## config.mk

```make
export PLATFORM = sky130hd
export DESIGN_NAME = remote_safety_sequencer
export DESIGN_NICKNAME = d
export VERILOG_FILES = /design/src/design/remote_safety_pkg.sv /design/src/design/flash_divider.sv /design/src/design/hold_timer.sv /design/src/design/remote_safety_sequencer.sv
export VERILOG_INCLUDE_DIRS = /design/src /design/src/design
export SDC_FILE = /design/constraint.sdc
export NUM_CORES = 1
export LEC_CHECK = 0
export BUFFER_PORTS_ARGS = -buffer_cell sky130_fd_sc_hd__buf_2
export CORE_ASPECT_RATIO = 0.6
export CORE_UTILIZATION = 56
export DETAILED_ROUTE_END_ITERATION = 16
export PLACE_DENSITY = 0.7
export SYNTH_ARGS = -nofsm -noshare
export SYNTH_HDL_FRONTEND = slang
export SYNTH_SLANG_ARGS = --single-unit
export TNS_END_PERCENT = 1
```

## constraint.sdc

```tcl
create_clock -name sys_clk_i -period 4.4 [get_ports sys_clk_i]
set_input_delay 0.44 -clock sys_clk_i [delete_from_list [all_inputs] [get_ports sys_clk_i]]
set_output_delay 0.44 -clock sys_clk_i [all_outputs]
set_load 0.02 [all_outputs]
```

## src/design/remote_safety_regs.svh

```systemverilog
// timing constants and counts of the transmitter sequencer
`ifndef REMOTE_SAFETY_REGS_SVH
`define REMOTE_SAFETY_REGS_SVH
`define CLK_HZ           20000000
`define LEARN_HOLD_S     10
`define LEARN_HOLD_CYC   (`LEARN_HOLD_S * `CLK_HZ)
`define DAMAGE_RED_S     2
`define DAMAGE_RED_CYC   (`DAMAGE_RED_S * `CLK_HZ)
`define FAST_HALF_MS     100
`define FAST_HALF_CYC    (`FAST_HALF_MS * (`CLK_HZ / 1000))
`define SLOW_HALF_MS     500
`define SLOW_HALF_CYC    (`SLOW_HALF_MS * (`CLK_HZ / 1000))
`define PULSE_HALF_MS    250
`define PULSE_HALF_CYC   (`PULSE_HALF_MS * (`CLK_HZ / 1000))
`define ERR_STOP_PULSES  3'h1
`define ERR_ONOFF_PULSES 3'h2
`define ERR_BATT_PULSES  3'h3
`define ERR_JOY_PULSES   3'h4
`endif

```

## src/design/remote_safety_pkg.sv

```systemverilog
// types shared by the transmitter sequencer modules
package remote_safety_pkg;
  typedef enum logic [1:0] {
    LED_OFF,
    LED_GREEN,
    LED_RED
  } led_color_t;

  typedef struct packed {
    logic stop_pressed;
    logic key_pos1;
    logic start;
    logic onoff_active;
    logic joystick_off_zero;
    logic battery_low;
    logic damage;
    logic receiver_present;
  } tx_inputs_t;

  typedef struct packed {
    logic link_open;
    logic system_on;
    logic stop_cmd;
    logic unintended_motion_guard;
    logic learn_code;
  } tx_commands_t;
endpackage

```

## src/design/flash_divider.sv

```systemverilog
// one-cycle tick generator and square-wave toggle for a flash pattern
module flash_divider #(
  parameter int unsigned HALF_CYC = 10
) (
  input  wire logic sys_clk_i,
  input  wire logic arst_n_i,
  input  wire logic clear_i,
  output logic      tick_o,
  output logic      phase_o
);
  logic [31:0] cnt_reg;
  logic [31:0] cnt_next;
  logic        phase_reg;
  logic        phase_next;

  always_comb begin
    cnt_next   = cnt_reg + 32'h1;
    phase_next = phase_reg;
    tick_o     = 1'b0;
    if (clear_i) begin
      cnt_next   = 32'h0;
      phase_next = 1'b0;
    end else if (cnt_reg >= HALF_CYC - 1) begin
      cnt_next   = 32'h0;
      phase_next = ~phase_reg;
      tick_o     = 1'b1;
    end
  end

  always_ff @(posedge sys_clk_i or negedge arst_n_i) begin
    if (!arst_n_i) begin
      cnt_reg   <= 32'h0;
      phase_reg <= 1'b0;
    end else begin
      cnt_reg   <= cnt_next;
      phase_reg <= phase_next;
    end
  end

  assign phase_o = phase_reg;
endmodule

```

## src/design/hold_timer.sv

```systemverilog
// counts how long a condition has held and flags when it reaches the limit
module hold_timer #(
  parameter int unsigned LIMIT_CYC = 100
) (
  input  wire logic sys_clk_i,
  input  wire logic arst_n_i,
  input  wire logic run_i,
  output logic      done_o
);
  logic [31:0] cnt_reg;
  logic [31:0] cnt_next;

  always_comb begin
    cnt_next = cnt_reg;
    if (!run_i) begin
      cnt_next = 32'h0;
    end else if (cnt_reg < LIMIT_CYC) begin
      cnt_next = cnt_reg + 32'h1;
    end
  end

  always_ff @(posedge sys_clk_i or negedge arst_n_i) begin
    if (!arst_n_i) begin
      cnt_reg <= 32'h0;
    end else begin
      cnt_reg <= cnt_next;
    end
  end

  assign done_o = (cnt_reg >= LIMIT_CYC);
endmodule

```

## src/design/remote_safety_sequencer.sv

```systemverilog
// transmitter operating and safety sequencer with status indicator and buzzer
//
// Summary of operation
// - stop pressed, key at 1, start held ten seconds: learn code, end green blinking
// - mushroom at rest, key to 1: open link at once, green flashes fast
// - start after enabling switches system on; green flashes slowly; receiver obeys
// - pressing mushroom or key to 0 switches the transmitter off
// - mushroom while on sends stop; receiver opens stop circuit within 130 ms
// - safety command sent while system on whenever any joystick is away from zero
// - low battery while running flashes red slowly
// - at activation: one red flash for mushroom, two for on/off active
// - at activation: three red flashes for low battery, four for joystick
// - internal damage holds red steady two seconds then dark
// - buzzer sounds whenever red error or low battery indication is lit
`include "remote_safety_regs.svh"
module remote_safety_sequencer #(
  parameter int unsigned LEARN_HOLD_CYC = `LEARN_HOLD_CYC,
  parameter int unsigned DAMAGE_RED_CYC = `DAMAGE_RED_CYC,
  parameter int unsigned FAST_HALF_CYC  = `FAST_HALF_CYC,
  parameter int unsigned SLOW_HALF_CYC  = `SLOW_HALF_CYC,
  parameter int unsigned PULSE_HALF_CYC = `PULSE_HALF_CYC
) (
  input  wire logic                        sys_clk_i,
  input  wire logic                        arst_n_i,
  input  wire remote_safety_pkg::tx_inputs_t   in_i,
  output remote_safety_pkg::tx_commands_t      cmd_o,
  output remote_safety_pkg::led_color_t        led_o,
  output logic                             buzzer_o
);
  typedef enum logic [2:0] {
    ST_OFF,
    ST_LEARN,
    ST_WAIT_START,
    ST_ON,
    ST_ERROR,
    ST_DAMAGE,
    ST_LOCKED
  } seq_state_t;

  seq_state_t                       state_reg;
  seq_state_t                       state_next;
  logic [2:0]                       pulses_reg;
  logic [2:0]                       pulses_next;
  logic [2:0]                       done_reg;
  logic [2:0]                       done_next;
  logic                             key_prev_reg;
  logic                             key_prev_next;
  remote_safety_pkg::tx_commands_t  cmd_reg;
  remote_safety_pkg::tx_commands_t  cmd_next;
  remote_safety_pkg::led_color_t    led_reg;
  remote_safety_pkg::led_color_t    led_next;
  logic                             buzzer_reg;
  logic                             buzzer_next;

  logic fast_phase;
  logic slow_phase;
  logic pulse_tick;
  logic pulse_phase;
  logic learn_done;
  logic damage_done;
  logic key_rise;
  logic pulse_clear;

  assign key_rise    = in_i.key_pos1 && !key_prev_reg;
  assign pulse_clear = (state_reg != ST_ERROR);

  // error code priority when several faults are present at activation
  function automatic logic [2:0] activation_fault(input remote_safety_pkg::tx_inputs_t f);
    logic [2:0] n;
    n = 3'h0;
    if (f.joystick_off_zero) begin
      n = `ERR_JOY_PULSES;
    end
    if (f.battery_low) begin
      n = `ERR_BATT_PULSES;
    end
    if (f.onoff_active) begin
      n = `ERR_ONOFF_PULSES;
    end
    return n;
  endfunction

  flash_divider #(.HALF_CYC(FAST_HALF_CYC)) u_fast (
    .sys_clk_i (sys_clk_i),
    .arst_n_i  (arst_n_i),
    .clear_i   (1'b0),
    .tick_o    (),
    .phase_o   (fast_phase)
  );

  flash_divider #(.HALF_CYC(SLOW_HALF_CYC)) u_slow (
    .sys_clk_i (sys_clk_i),
    .arst_n_i  (arst_n_i),
    .clear_i   (1'b0),
    .tick_o    (),
    .phase_o   (slow_phase)
  );

  flash_divider #(.HALF_CYC(PULSE_HALF_CYC)) u_pulse (
    .sys_clk_i (sys_clk_i),
    .arst_n_i  (arst_n_i),
    .clear_i   (pulse_clear),
    .tick_o    (pulse_tick),
    .phase_o   (pulse_phase)
  );

  hold_timer #(.LIMIT_CYC(LEARN_HOLD_CYC)) u_learn (
    .sys_clk_i (sys_clk_i),
    .arst_n_i  (arst_n_i),
    .run_i     (state_reg == ST_LEARN && in_i.start),
    .done_o    (learn_done)
  );

  // the cycle in which done is raised still shows red, so the timer stops one short to keep red at exactly the limit
  hold_timer #(.LIMIT_CYC(DAMAGE_RED_CYC - 1)) u_damage (
    .sys_clk_i (sys_clk_i),
    .arst_n_i  (arst_n_i),
    .run_i     (state_reg == ST_DAMAGE),
    .done_o    (damage_done)
  );

  always_comb begin
    state_next    = state_reg;
    pulses_next   = pulses_reg;
    done_next     = done_reg;
    key_prev_next = in_i.key_pos1;
    if (in_i.damage && state_reg != ST_DAMAGE && state_reg != ST_LOCKED) begin
      state_next = ST_DAMAGE;
    end else begin
      case (state_reg)
        ST_OFF: begin
          if (key_rise) begin
            if (in_i.stop_pressed) begin
              state_next = ST_LEARN;
            end else if (activation_fault(in_i) != 3'h0) begin
              pulses_next = activation_fault(in_i);
              done_next   = 3'h0;
              state_next  = ST_ERROR;
            end else if (in_i.receiver_present) begin
              state_next = ST_WAIT_START;
            end
          end
        end
        ST_LEARN: begin
          if (!in_i.key_pos1) begin
            state_next = ST_OFF;
          end else if (!in_i.stop_pressed) begin
            // mushroom released at activation with learn pending: single red flash
            pulses_next = `ERR_STOP_PULSES;
            done_next   = 3'h0;
            state_next  = ST_ERROR;
          end else if (learn_done) begin
            state_next = ST_LOCKED;
          end
        end
        ST_WAIT_START: begin
          if (in_i.stop_pressed || !in_i.key_pos1) begin
            state_next = ST_OFF;
          end else if (in_i.start) begin
            state_next = ST_ON;
          end
        end
        ST_ON: begin
          if (in_i.stop_pressed || !in_i.key_pos1) begin
            state_next = ST_OFF;
          end
        end
        ST_ERROR: begin
          // a pulse counts as shown only when its red half ends; counting at the
          // start would blank the last pulse, and a single-pulse code would never light
          if (pulse_tick && pulse_phase) begin
            done_next = done_reg + 3'h1;
          end
          if (done_reg == pulses_reg) begin
            state_next = ST_LOCKED;
          end
        end
        ST_DAMAGE: begin
          if (damage_done) begin
            state_next = ST_LOCKED;
          end
        end
        ST_LOCKED: begin
          // dark until the key is returned to 0 with damage cleared; avoids replaying the error
          if (!in_i.key_pos1 && !in_i.damage) begin
            state_next = ST_OFF;
          end
        end
        default: begin
          state_next = ST_OFF;
        end
      endcase
    end
  end

  always_comb begin
    cmd_next    = '0;
    led_next    = remote_safety_pkg::LED_OFF;
    buzzer_next = 1'b0;
    case (state_reg)
      ST_LEARN: begin
        cmd_next.learn_code = learn_done;
        led_next = fast_phase ? remote_safety_pkg::LED_GREEN
                              : remote_safety_pkg::LED_OFF;
      end
      ST_WAIT_START: begin
        cmd_next.link_open = 1'b1;
        led_next = fast_phase ? remote_safety_pkg::LED_GREEN
                              : remote_safety_pkg::LED_OFF;
      end
      ST_ON: begin
        cmd_next.link_open               = 1'b1;
        cmd_next.system_on               = 1'b1;
        cmd_next.stop_cmd                = in_i.stop_pressed;
        cmd_next.unintended_motion_guard = in_i.joystick_off_zero;
        if (in_i.battery_low) begin
          led_next    = slow_phase ? remote_safety_pkg::LED_RED
                                   : remote_safety_pkg::LED_OFF;
          buzzer_next = slow_phase;
        end else begin
          led_next = slow_phase ? remote_safety_pkg::LED_GREEN
                                : remote_safety_pkg::LED_OFF;
        end
      end
      ST_ERROR: begin
        if (pulse_phase && done_reg < pulses_reg) begin
          led_next    = remote_safety_pkg::LED_RED;
          buzzer_next = 1'b1;
        end
      end
      ST_DAMAGE: begin
        led_next    = remote_safety_pkg::LED_RED;
        buzzer_next = 1'b1;
      end
      default: begin
        led_next = remote_safety_pkg::LED_OFF;
      end
    endcase
  end

  always_ff @(posedge sys_clk_i or negedge arst_n_i) begin
    if (!arst_n_i) begin
      state_reg    <= ST_OFF;
      pulses_reg   <= 3'h0;
      done_reg     <= 3'h0;
      key_prev_reg <= 1'b0;
      cmd_reg      <= '0;
      led_reg      <= remote_safety_pkg::LED_OFF;
      buzzer_reg   <= 1'b0;
    end else begin
      state_reg    <= state_next;
      pulses_reg   <= pulses_next;
      done_reg     <= done_next;
      key_prev_reg <= key_prev_next;
      cmd_reg      <= cmd_next;
      led_reg      <= led_next;
      buzzer_reg   <= buzzer_next;
    end
  end

  assign cmd_o    = cmd_reg;
  assign led_o    = led_reg;
  assign buzzer_o = buzzer_reg;
endmodule

```

Word-level counts from Yosys, hierarchy flattened
Index checks and enable logic that the tools add are counted.

Bits in registers: 181. Logic and storage cells: 143. Input port bits: 10. Output and inout port bits: 8.

Add/sub/neg operators: 6. Order comparisons: 8. Equal/unequal tests: 26. Multiplexer cells: 59. Bitwise gates (word level): 4. Reduce and logical (&&, ||, !) cells: 21.

Operators with widths (number): $mux W32 (8); $add A32 B1 Y32 const B (5); $mux W3 (33); $ge A32 B21 Y1 const B (1); $ge A32 B23 Y1 const B (1); $ge A32 B24 Y1 const B (1); $ge A32 B26 Y1 const B (1); $ge A32 B28 Y1 const B (1); $lt A32 B26 Y1 const B (1); $lt A32 B28 Y1 const B (1); $ne A3 B3 Y1 const B (8); $pmux W3 S7 (1); $ne A2 B2 Y1 const B (8); $reduce_and A8 Y1 (2); $mux W1 (10); $eq A3 B3 Y1 const B (3); $pmux W3 S3 (1); $pmux W2 S4 (1); $logic_and A1 B1 Y1 (7); $reduce_and A7 Y1 (1); $eq A3 B2 Y1 const B (2); $mux W2 (3); $pmux W3 S2 (1); $reduce_bool A3 Y1 (2); 14 further kinds (21).

Longest topological paths before layout
Gate-level depths: netlist of the first run.

Depth in word-level cells: 13. Mapped depth: 9. Depth with buffers taken out: 8.

By module
From an unflattened synthesis of the first run, not the netlist that was laid out.

Cells, all modules: 912. Area total of the unflattened synthesis: 9143.8 um^2.

By module, submodules not included: hold_timer at u_learn (sequential area each 800.8 um^2, area each 1774.2 um^2, cells each 191, instances 1); hold_timer at u_damage (sequential area each 800.8 um^2, area each 1767.9 um^2, cells each 181, instances 1); flash_divider at u_slow (sequential area each 825.8 um^2, area each 1539.0 um^2, cells each 153, instances 1); flash_divider at u_fast (sequential area each 825.8 um^2, area each 1477.7 um^2, cells each 123, instances 1); flash_divider at u_pulse (sequential area each 825.8 um^2, area each 1473.9 um^2, cells each 143, instances 1); remote_safety_sequencer (sequential area each 450.4 um^2, area each 1111.1 um^2, cells each 121, instances 1).

Worst setup path before layout of the first run
No wires, ideal clock.

Path type: reg-to-reg. Start: reg u_damage.cnt_reg[23]. End: reg u_damage.cnt_reg[1]. Buffers on the path: 1. Path slack: 2.111 ns. Stages on the path, launching flop included: 8. Setup time: 0.133 ns. Arrival time: 2.156 ns. Cells stage by stage: dfrtp_1 -> or4_4 -> or4_1 -> a211oi_2 -> or2_1 -> buf_2 -> mux2i_1 -> nor2_1.

Cells in the longest elaborated chain, start to end: 2.

RTL lines: start: declaration (RTL line hold_timer.sv:10) `logic [31:0] cnt_reg;`; start signal: assignment (RTL line hold_timer.sv:26) `cnt_reg <= cnt_next;`; $lt A32 B26 Y1 (RTL line hold_timer.sv:17) `end else if (cnt_reg < LIMIT_CYC) begin`; $ne A2 B2 Y1 (no line).

No other way between the ends. A chain may end at the register's enable or synchronous reset.

Final worst setup path of the first run
Ends and elaborated chain as after synthesis.

==> flow_summary_export.csv, run 1 <==
group,metric,value,unit
pwr,sequentialPowerShare,48.0,%
outcome,run_status,"completed",
clock_network,cts_made_buffers,17,
sta,timing.final.hold_violations,0,
pwr,pwr-share-comb,12.4,%
routing,avgRoutedWirePerCell,15.1,µm
global_routing,wire_length_of_the_first_global_routing_pass,29500,µm
critical_path,critical_path_buf_inv_count,1,
global_routing,grt_use_total,23.2,%
placement,port-buffer-count,17,
synthesis,top_cells_by_area_synth,"dfrtp_1 (53%), nor2_1 (6.2%), xnor2_1 (5.9%), xor2_1 (4.4%), nand2_1 (3.2%)",
clock_network,cts_tree,"yes",
die,placementRows,34,
global_routing,antenna_found_initial,3,
sta,headroom_to_the_max_slew_limit,25.1,%
sta,timing.final.crit_period,3150,ps
clock_network,cts-hold-fix-buffers,0,
critical_path,slowest_cell_delay_on_critical_path,700,ps
routing,detail_route.iter0.violations,542,
global_routing,overflow_left_after_global_routing,0,
synthesis,postSynthCellCount,866,
clock_network,h-tree-depth,4,
die,starting_density_of_the_core,58.1,%
routing,vias_per_cell,5.69,
pwr,power_per_cell_area,402,nW/µm²
synthesis,synth_ff_type,"dfrtp_1",
clock_network,clock_sink_count,181,
routing,detail_route.first_pass.iterations,4,
clock_network,cts.reportedPaths.clkPinSlew,70,ps
pwr,sw_share,27.6,%
synthesis,ys_seq_area_share,53.1,%
pwr,ir_drop,0.255,mV
critical_path,setup.worst_path.start_class,"flip-flop",
sta,totalNegativeSetupSlack,0,ps
sta,final.period_utilization,71.5,%
clock_network,worstSkewPairLatency,430,ps
pwr,p_int,2.76,mW
critical_path,timing.critical_path.to_type,"flip-flop",
placement,hpwlAfterDp,11200,µm
synthesis,ys_seq_elements,181,
critical_path,timing.critical_path.arrival,3420,ps
die,ioPinCount,18,
synthesis,ys_warn_count,0,
sta,skew,11.7,ps
final_layout,area_growth,11.4,%
clock_network,cts_root_buffer,"clkbuf_16",
synthesis,ys_async_sr_fraction,100,%
pwr,leakagePower,3.94,nW
critical_path,critical-path-slowest-cell,"a211oi_2",
sta,max_transition_viols_final,0,
final_layout,layout.nets,925,
sta,max_slew.worst_pin.slew,1120,ps
routing,finalWirelength,16900,µm
final_layout,share_of_cells_above_drive_strength_1,7.19,%
routing,antenna_violating_nets_post_route,0,
pwr,p_total,3.82,mW
sta,rsz0062_at_grt,"no",
critical_path,path_cells,"or4_4 -> or4_1 -> a211oi_2 -> buf_4 -> or2_1 -> mux2i_1 -> nor2_1",
min_path,min_path_type,"primary input to async pin",
die,die_height,97.6,µm
routing,vias,6359,
pwr,p_sw,1.05,mW
clock_network,cts_repair_resize_count,0,
die,floorplan.die_area,15700,µm²
critical_path,critical-path-top-delay-family,"simple AND/OR/NAND/NOR gates",
global_routing,first_global_vias,6176,
global_routing,grt_start_max_net_pins,182,
synthesis,yosys.area.top_type_share,53.1,%
clock_network,cts.path.max_buffers,2,
pwr,clockPowerShare,39.6,%
placement,finalWeightedCongestion,0.902,
synthesis,post-synth-top-area-cell,"dfrtp_1",
routing,drt_drc_violations_left,0,
critical_path,timing.critical_path.fanout_max,12,
sta,clock.fmax,318,MHz
die,core,14700,µm²
critical_path,criticalPathCategory,"flip-flop to flip-flop",
flow_run,maxCapViolCount,0,
synthesis,syn-cell-area,8520,µm²
critical_path,cp.required,4670,ps
die,die_width,161,µm
clock_network,post_cts_buffers,0,
synthesis,synth_edf_count,0,
sta,setup_violations,0,
synthesis,postSynthAreaPerCell,9.84,µm²
synthesis,yosys.cell_types.count,65,
[layout make-up]
class                           instances  area (µm²)
Antenna cell                            2        5.00
Clock buffer                           21         480
Clock inverter                         11         115
Fill cell                            1157        5180
Inverter                               26        97.6
Multi-Input combinational cell        658        3890
Sequential cell                       181        4530
Tap cell                              198         248
Timing Repair Buffer                   21         134
[cells in the mapped netlist (2+ instances only)]
master     number
dfrtp_1       181
nor2_1        141
nand2_1        72
xnor2_1        57
nand3_1        50
xor2_1         43
nor4_1         29
nor3_1         27
nand4_1        26
clkbuf_1       25
inv_1          25
and3_1         23
a21oi_1        21
o21ai_0        17
and2_1         12
ha_1           10
mux2i_1         7
nand2b_1        7
a21o_1          6
and4_1          6
or3_1           6
nor3b_1         5
a211o_1         4
a211oi_1        4
a31oi_1         4
o211ai_1        4
a41oi_1         3
nand4b_1        3
o21a_1          3
a2111oi_0       2
buf_2           2
mux2_2          2
nand3b_1        2
nor2b_1         2
o21ai_1         2
o311ai_0        2
o31ai_1         2
or4_1           2
[per-stage QoR]
stage | util, % | instance area (µm²) | setup slack (ps) | instances | hold WS [ps]
2_1_floorplan | - | 8620 | 2110 | 893 | 144
3_3_place_gp | 60.6 | 8900 | 1420 | 1084 | 461
3_5_place_dp | 60.6 | 8900 | 1290 | 1084 | 470
4_1_cts | 64.7 | 9490 | 1280 | 1116 | 207
5_1_grt | 64.7 | 9490 | 970 | 1116 | 204
6_report | 64.7 | 9500 | 1250 | 1118 | 132
[worst paths after layout]
path                                                  start                          endpoint  slack (ps)  cells after the start
min reg2reg                u_damage.cnt_reg[31]$_DFFE_PN0P_  u_damage.cnt_reg[31]$_DFFE_PN0P_         480                      1
max reg2reg                u_damage.cnt_reg[23]$_DFFE_PN0P_   u_damage.cnt_reg[1]$_DFFE_PN0P_        1250                      7
max in group asynchronous                          arst_n_i                buzzer_o$_DFF_PN0_        3530                      2
min                                                arst_n_i      u_fast.cnt_reg[10]$_DFF_PN0_         130                      2
max                        u_damage.cnt_reg[23]$_DFFE_PN0P_   u_damage.cnt_reg[1]$_DFFE_PN0P_        1250                      7
min in group sys_clk_i                              in_i[6]            key_prev_reg$_DFF_PN0_         220                      1
[placed cells by master, fill, tap and decap left out, types with 5 or more instances in the layout]
master,netlist,final
a21oi_1,21,21
inv_1,25,25
and4_1,6,6
a21o_1,6,6
ha_1,10,10
nand4_1,26,26
nor4_1,29,29
and3_1,23,23
dfrtp_1,181,181
clkbuf_16,0,17
and2_1,12,12
nor3b_1,5,5
o21ai_0,17,17
nor3_1,27,27
mux2i_1,7,7
or3_1,6,6
buf_2,2,16
xnor2_1,57,57
nand2b_1,7,7
nand2_1,72,72
nor2_1,141,141
nand3_1,50,50
xor2_1,43,43
conb_1,1,28
[logic make-up (layout without fill, tap and decap cells)]
group | Yosys count | count (layout) | synth area share [%]
and+or+nand+nor | 422 | 422 | 24.3
DFF | 181 | 181 | 53.1
xor gates and xnor gates | 100 | 100 | 10.3
AOI/OAI and AO/OA | 89 | 89 | 7.21
buffers and inverters | 54 | 79 | 2.50
adders and majority gates | 10 | 10 | 1.47
muxes | 9 | 9 | 1.09
other | 1 | 30 | 0.0440
[worst register-to-register path: cells and delay by family (launching register included)]
kind / cells / cell delay (ps)
multiplexers: 1 / 210
flip-flops: 1 / 430
AO/OA/AOI/OAI: 1 / 700
buffers and inverters: 1 / 310
AND/OR/NAND/NOR: 4 / 1360
[power by group through the flow]
stage	Clock, mW	Combinational (mW)	Sequential [mW]
finish	1.51	0.475	1.83
global route	1.62	0.545	1.84
global placement	0	0.456	1.86
detailed placement	0	0.476	1.86
CTS	1.55	0.482	1.83
floorplan	0	0.385	1.81
[layer usage]
| metal | vias up | global-route usage [%] | share of wire [%] |
|---|---|---|---|
| li1 | 3062 | - | - |
| met1 | 3104 | 34.0 | 49 |
| met2 | 166 | 33.9 | 45 |
| met3 | 25 | 5.85 | 5.3 |
| met4 | 2 | 7.33 | 1.3 |
| met5 | - | 0 | 0.065 |
No activity file was read; power rests on OpenSTA's default activity.
==> inputs of run 2 (changes only) <==
--- a/config.mk
+++ b/config.mk
@@ -10,7 +10,7 @@
 export CORE_ASPECT_RATIO = 0.6
 export CORE_UTILIZATION = 56
 export DETAILED_ROUTE_END_ITERATION = 16
-export PLACE_DENSITY = 0.7
+export PLACE_DENSITY = 0.73
 export SYNTH_ARGS = -nofsm -noshare
 export SYNTH_HDL_FRONTEND = slang
 export SYNTH_SLANG_ARGS = --single-unit
==> constraint.sdc (replaced) <==
create_clock -name sys_clk_i -period 2.85 [get_ports sys_clk_i]
set_input_delay 0.285 -clock sys_clk_i [delete_from_list [all_inputs] [get_ports sys_clk_i]]
set_output_delay 0.285 -clock sys_clk_i [all_outputs]
set_load 0.02 [all_outputs]
==> run 2 against run 1 <==
Sequential share of layout area decreased by 0.97 points. Clock-buffer cell count shrank 2. Total power is 63% higher. Worst hold slack worse by 38 ps. Setup slack worse by 890 ps. Critical path type unchanged. Clock skew decreased by 1.7 ps. Wire length grew 1.5%. Critical path depth unchanged. Critical endpoint is now u_damage.cnt_reg[23]$_DFFE_PN0P_. Sequential cell count unchanged. Fmax grew 27%. Die area stayed put.
==> flow_summary_export.csv, run 2 (synthesis gave the netlist of run 1 again) <==
group,metric,value,unit
outcome,run_status,"completed",
final_layout,final.fill_count,1156,
sta,max_transition_viols_final,0,
sta,timing.hold.ws,93.3,ps
sta,setup_violations,0,
die,starting_density_of_the_core,58.1,%
critical_path,cp.required,3190,ps
final_layout,mostFrequentLayoutCells,"dfrtp_1 (181), nor2_1 (141), nand2_1 (72)",
placement,placed_cells,1103,
clock_network,cts_repair_resize_count,0,
sta,max_slew.worst_pin.slew,945,ps
routing,antenna_violating_nets_post_route,0,
die,die_height,97.6,µm
sta,timing.final.crit_period,2480,ps
clock_network,cts.reportedPaths.clkPinSlew,70,ps
die,floorplan.die_area,15700,µm²
global_routing,antenna_found_initial,0,
sta,headroom_to_the_max_slew_limit,36.9,%
final_layout,layout.cells.most_common,"dfrtp_1",
routing,drt_drc_violations_left,0,
die,placementRows,34,
sta,final.period_utilization,87.1,%
final_layout,antenna_cells_inserted,0,
die,die_width,161,µm
pwr,leakagePower,4.07,nW
placement,hpwlAfterDp,11600,µm
flow_run,maxCapViolCount,0,
sta,timing.final.hold_violations,0,
global_routing,first_global_vias,5950,
placement,post-place-ws,420,ps
clock_network,cts.path.max_buffers,2,
routing,detail_route.first_pass.iterations,5,
sta,totalNegativeSetupSlack,0,ps
final_layout,layout.nets,945,
clock_network,cts_tree,"yes",
clock_network,cts_made_buffers,17,
routing,vias_per_cell,5.49,
final_layout,area_growth,13.7,%
routing,finalWirelength,17200,µm
final_layout,register_area,4530,µm²
critical_path,timing.critical_path.arrival,2820,ps
pwr,p_total,6.21,mW
pwr,power_per_cell_area,641,nW/µm²
final_layout,share_of_cells_above_drive_strength_1,9.06,%
clock_network,h-tree-depth,4,
routing,avgRoutedWirePerCell,15.1,µm
global_routing,grt_start_max_net_pins,86,
sta,skew,9.93,ps
critical_path,criticalPathCategory,"flip-flop to flip-flop",
min_path,min_path_type,"primary input to flip-flop",
placement,port-buffer-count,17,
pwr,ir_drop,0.399,mV
sta,clock.fmax,403,MHz
final_layout,final-instance-count-excl-fill,1136,
clock_network,clock_sink_count,181,
critical_path,setup.worst_path.start_class,"flip-flop",
clock_network,worstSkewPairLatency,420,ps
placement,finalWeightedCongestion,0.874,
final_layout,multiInputGateArea,3890,µm²
die,ioPinCount,18,
routing,detail_route.iter0.violations,532,
clock_network,cts_root_buffer,"clkbuf_16",
critical_path,timing.critical_path.to_type,"flip-flop",
critical_path,timing.critical_path.fanout_max,12,
global_routing,overflow_left_after_global_routing,0,
routing,vias,6237,
sta,setup_ws,367,ps
die,core,14700,µm²
sta,rsz0062_at_grt,"no",
global_routing,wire_length_of_the_first_global_routing_pass,29800,µm
global_routing,grt_use_total,23.7,%
-- run 2: cell count changes in the layout (fill, tap and decap cells not counted), sizes merged --
cell         before  now
buf              21   39
bufinv            1    4
inv              28   29
clkinv            4    5
diode             2    0
clkbuf           21   20
clkinvlp          4    1
dlygate4sd3       0    1
-- run 2: through the flow --
step                      cell area, µm²  utilization, %
after CTS                           9690            66.1
after global placement              9050            61.6
after global routing                9690            66.1
final                               9690            66.1
after detailed placement            9050            61.6
after floorplan                     8620               -
-- run 2: report_power, final --
group | leakage, nW | switching (mW) | internal (mW)
clock | 0.312 | 1.03 | 1.51
combinational | 1.33 | 0.541 | 0.336
sequential | 2.43 | 0.109 | 2.68
total | 4.07 | 1.68 | 4.53
-- run 2: area by class of cell --
type                    instances  share of cell area (%)
clock buffers                  19                    4.57
clock inverters                13                    2.01
inverters                      26                    1.01
multi-input cells             658                    40.2
flip-flops and latches        181                    46.7
well taps                     198                    2.56
repair buffers                 41                    2.98
-- run 2: layer usage --
| layer | up-vias | routed length, µm | GRT usage [%] |
|---|---|---|---|
| met5 | - | 0 | 0 |
| met3 | 11 | 946 | 4.69 |
| met4 | 0 | 127 | 5.66 |
| li1 | 3107 | - | - |
| met2 | 154 | 6860 | 32.4 |
| met1 | 2965 | 9260 | 38.3 |
-- run 2: worst max-delay path, cell delays in order (launching register included) --
cell,delay [ps]
dfrtp_1,430
or4_4,560
or4_1,490
a211oi_2,290
buf_4,250
nor2_2,90
nand4_1,110
mux2i_1,190
-- run 2: timing repair --
action,CTS,global route
buffers inserted,0,0
hold buffers,1,0
hold endpoints to repair,81,0
endpoints found under the setup margin,0,0
-- run 2: path summary, 6_finish.rpt --
kind                                                       start                                to  slack, ps  cells after the start
worst min register to register       u_slow.cnt_reg[0]$_DFF_PN0_       u_slow.cnt_reg[0]$_DFF_PN0_        480                      1
min in group asynchronous                               arst_n_i      u_fast.cnt_reg[13]$_DFF_PN0_        480                      2
max in group asynchronous                               arst_n_i  u_damage.cnt_reg[25]$_DFFE_PN0P_       1610                      3
worst min-delay path                                     in_i[6]            key_prev_reg$_DFF_PN0_         90                      1
worst max register to register  u_damage.cnt_reg[23]$_DFFE_PN0P_  u_damage.cnt_reg[23]$_DFFE_PN0P_        370                      7
worst max-delay path            u_damage.cnt_reg[23]$_DFFE_PN0P_  u_damage.cnt_reg[23]$_DFFE_PN0P_        370                      7
==> inputs of run 3 (changes only) <==
--- a/config.mk
+++ b/config.mk
@@ -9,7 +9,9 @@
 export BUFFER_PORTS_ARGS = -buffer_cell sky130_fd_sc_hd__buf_2
 export CORE_ASPECT_RATIO = 0.6
 export CORE_UTILIZATION = 56
+export CTS_BUF_LIST = sky130_fd_sc_hd__clkbuf_4 sky130_fd_sc_hd__clkbuf_8
 export DETAILED_ROUTE_END_ITERATION = 16
+export MAX_ROUTING_LAYER = met4
 export PLACE_DENSITY = 0.73
 export SYNTH_ARGS = -nofsm -noshare
 export SYNTH_HDL_FRONTEND = slang
==> run 3 against run 2 <==
First-iteration DRC count decreased by 10%. Sequential cell count unchanged. Non-clock buffer count unchanged. Worst hold slack got worse by 34 ps. Setup slack got worse by 14 ps. Fmax decreased by 0.54%. Largest cell class unchanged. Wire length decreased by 1.2%. Clock power decreased by 22%. Via count increased by 0.53%. Register-to-register slack about the same. Largest power group unchanged.
==> flow_summary_export.csv, run 3 (synthesis gave the netlist of run 1 again) <==
group,metric,value,unit
outcome,run_status,"completed",
placement,finalWeightedCongestion,0.889,
global_routing,top_usage_layer,"met1",
routing,detail_route.first_pass.iterations,5,
sta,timing.final.hold_violations,0,
routing,finalWirelength,17000,µm
global_routing,antenna_found_initial,0,
clock_network,worstSkewPairLatency,450,ps
sta,max_transition_viols_final,0,
clock_network,cts-hold-fix-buffers,1,
final_layout,layout.nets,945,
sta,timing.final.crit_period,2500,ps
routing,drt_drc_violations_left,0,
min_path,min_path_type,"primary input to flip-flop",
clock_network,cts.reportedPaths.clkPinSlew,100,ps
clock_network,cts_tree,"yes",
sta,timing.hold.ws,59.6,ps
die,die_width,161,µm
sta,setup_violations,0,
sta,setup_ws,353,ps
critical_path,timing.critical_path.fanout_max,12,
global_routing,groute.layer.met3.usage,4.57,%
clock_network,h-tree-depth,4,
critical_path,timing.critical_path.to_type,"flip-flop",
final_layout,area_growth,11.5,%
die,core,14700,µm²
final_layout,layout.cells.most_common,"dfrtp_1",
sta,max_slew.worst_pin.slew,928,ps
pwr,sw_share,28.7,%
routing,vias_per_cell,5.52,
die,floorplan.die_area,15700,µm²
pwr,sequentialPowerShare,49.4,%
critical_path,cp.required,3230,ps
global_routing,grt_use_total,24.1,%
clock_network,post_cts_buffers,0,
placement,port-buffer-count,17,
pwr,power_per_cell_area,594,nW/µm²
sta,rsz0062_at_grt,"no",
critical_path,timing.critical_path.arrival,2870,ps
sta,skew,17.6,ps
clock_network,cts_root_buffer,"clkbuf_8",
clock_network,cts_made_buffers,17,
sta,final.period_utilization,87.6,%
routing,vias,6270,
pwr,leakagePower,3.99,nW
sta,totalNegativeSetupSlack,0,ps
clock_network,cts.path.max_buffers,2,
die,ioPinCount,18,
placement,post-place-ws,420,ps
global_routing,use_met2,31.1,%
final_layout,multiInputGateArea,3890,µm²
pwr,p_sw,1.62,mW
global_routing,wire_length_of_the_first_global_routing_pass,29400,µm
final_layout,antenna_cells_inserted,0,
pwr,pwr-share-comb,15.5,%
global_routing,met1_track_usage_gr,38.6,%
die,die_height,97.6,µm
global_routing,grt_start_max_net_pins,86,
final_layout,postLayoutCellArea,9510,µm²
pwr,p_int,4.02,mW
final_layout,share_of_cells_above_drive_strength_1,9.17,%
sta,clock.fmax,401,MHz
final_layout,register_area,4530,µm²
placement,hpwlAfterDp,11600,µm
routing,antenna_violating_nets_post_route,0,
global_routing,overflow_left_after_global_routing,0,
final_layout,mostFrequentLayoutCells,"dfrtp_1 (181), nor2_1 (141), nand2_1 (72)",
pwr,ir_drop,0.286,mV
critical_path,setup.worst_path.start_class,"flip-flop",
routing,avgRoutedWirePerCell,15.0,µm
clock_network,cts_repair_resize_count,0,
flow_run,maxCapViolCount,0,
global_routing,first_global_vias,5875,
pwr,clockPowerShare,35.1,%
sta,headroom_to_the_max_slew_limit,38.0,%
critical_path,criticalPathCategory,"flip-flop to flip-flop",
placement,placed_cell_area,9050,µm²
final_layout,final.fill_count,1190,
die,starting_density_of_the_core,58.1,%
die,placementRows,34,
clock_network,clock_sink_count,181,
routing,detail_route.iter0.violations,477,
-- run 3: layout make-up --
cell class / count / area share [%]
Timing Repair Buffer: 41 / 3.04
Multi-Input combinational cell: 658 / 40.9
Inverter: 26 / 1.03
Clock inverter: 13 / 2.05
Tap cell: 198 / 2.61
Sequential cell: 181 / 47.6
Clock buffer: 19 / 2.68
-- run 3: metal layers --
| metal | vias to the layer above | part of all wire [%] |
|---|---|---|
| li1 | 3100 | - |
| met1 | 2993 | 55 |
| met2 | 168 | 39 |
| met3 | 9 | 5.3 |
| met4 | 0 | 0.49 |
| met5 | - | 0 |
-- run 3: worst paths after layout --
path                       slack (ps)  depth (start not counted)                              from                               end
min reg2reg                       490                          1  u_damage.cnt_reg[29]$_DFFE_PN0P_  u_damage.cnt_reg[29]$_DFFE_PN0P_
max in group asynchronous        1640                          3                          arst_n_i  u_damage.cnt_reg[25]$_DFFE_PN0P_
min in group asynchronous         440                          2                          arst_n_i      u_fast.cnt_reg[15]$_DFF_PN0_
max reg2reg                       350                          7  u_damage.cnt_reg[23]$_DFFE_PN0P_  u_damage.cnt_reg[23]$_DFFE_PN0P_
max                               350                          7  u_damage.cnt_reg[23]$_DFFE_PN0P_  u_damage.cnt_reg[23]$_DFFE_PN0P_
min                                60                          1                           in_i[6]            key_prev_reg$_DFF_PN0_
-- run 3: power by group through the flow --
stage          Clock (mW)  Combinational, mW  Sequential (mW)
2_1_floorplan           0              0.595             2.80
3_3_place_gp            0              0.850             2.83
3_5_place_dp            0              0.868             2.84
4_1_cts              2.01              0.877             2.79
5_1_grt              2.11              0.987             2.80
6_report             1.98              0.876             2.79
-- run 3: critical path: stages (launching register included) --
cell and delay, ps:
dfrtp_1 440, or4_4 550, or4_1 490, a211oi_2 280, buf_4 240, nor2_2 90, nand4_1 110, mux2i_1 200
-- run 3: through the flow --
stage | total power [mW] | cells | util (%)
6_report | 5.64 | 1136 | 64.8
5_1_grt | 5.90 | 1136 | 64.8
4_1_cts | 5.68 | 1136 | 64.8
3_5_place_dp | 3.70 | 1103 | 61.6
3_3_place_gp | 3.68 | 1103 | 61.6
2_1_floorplan | 3.39 | 893 | -
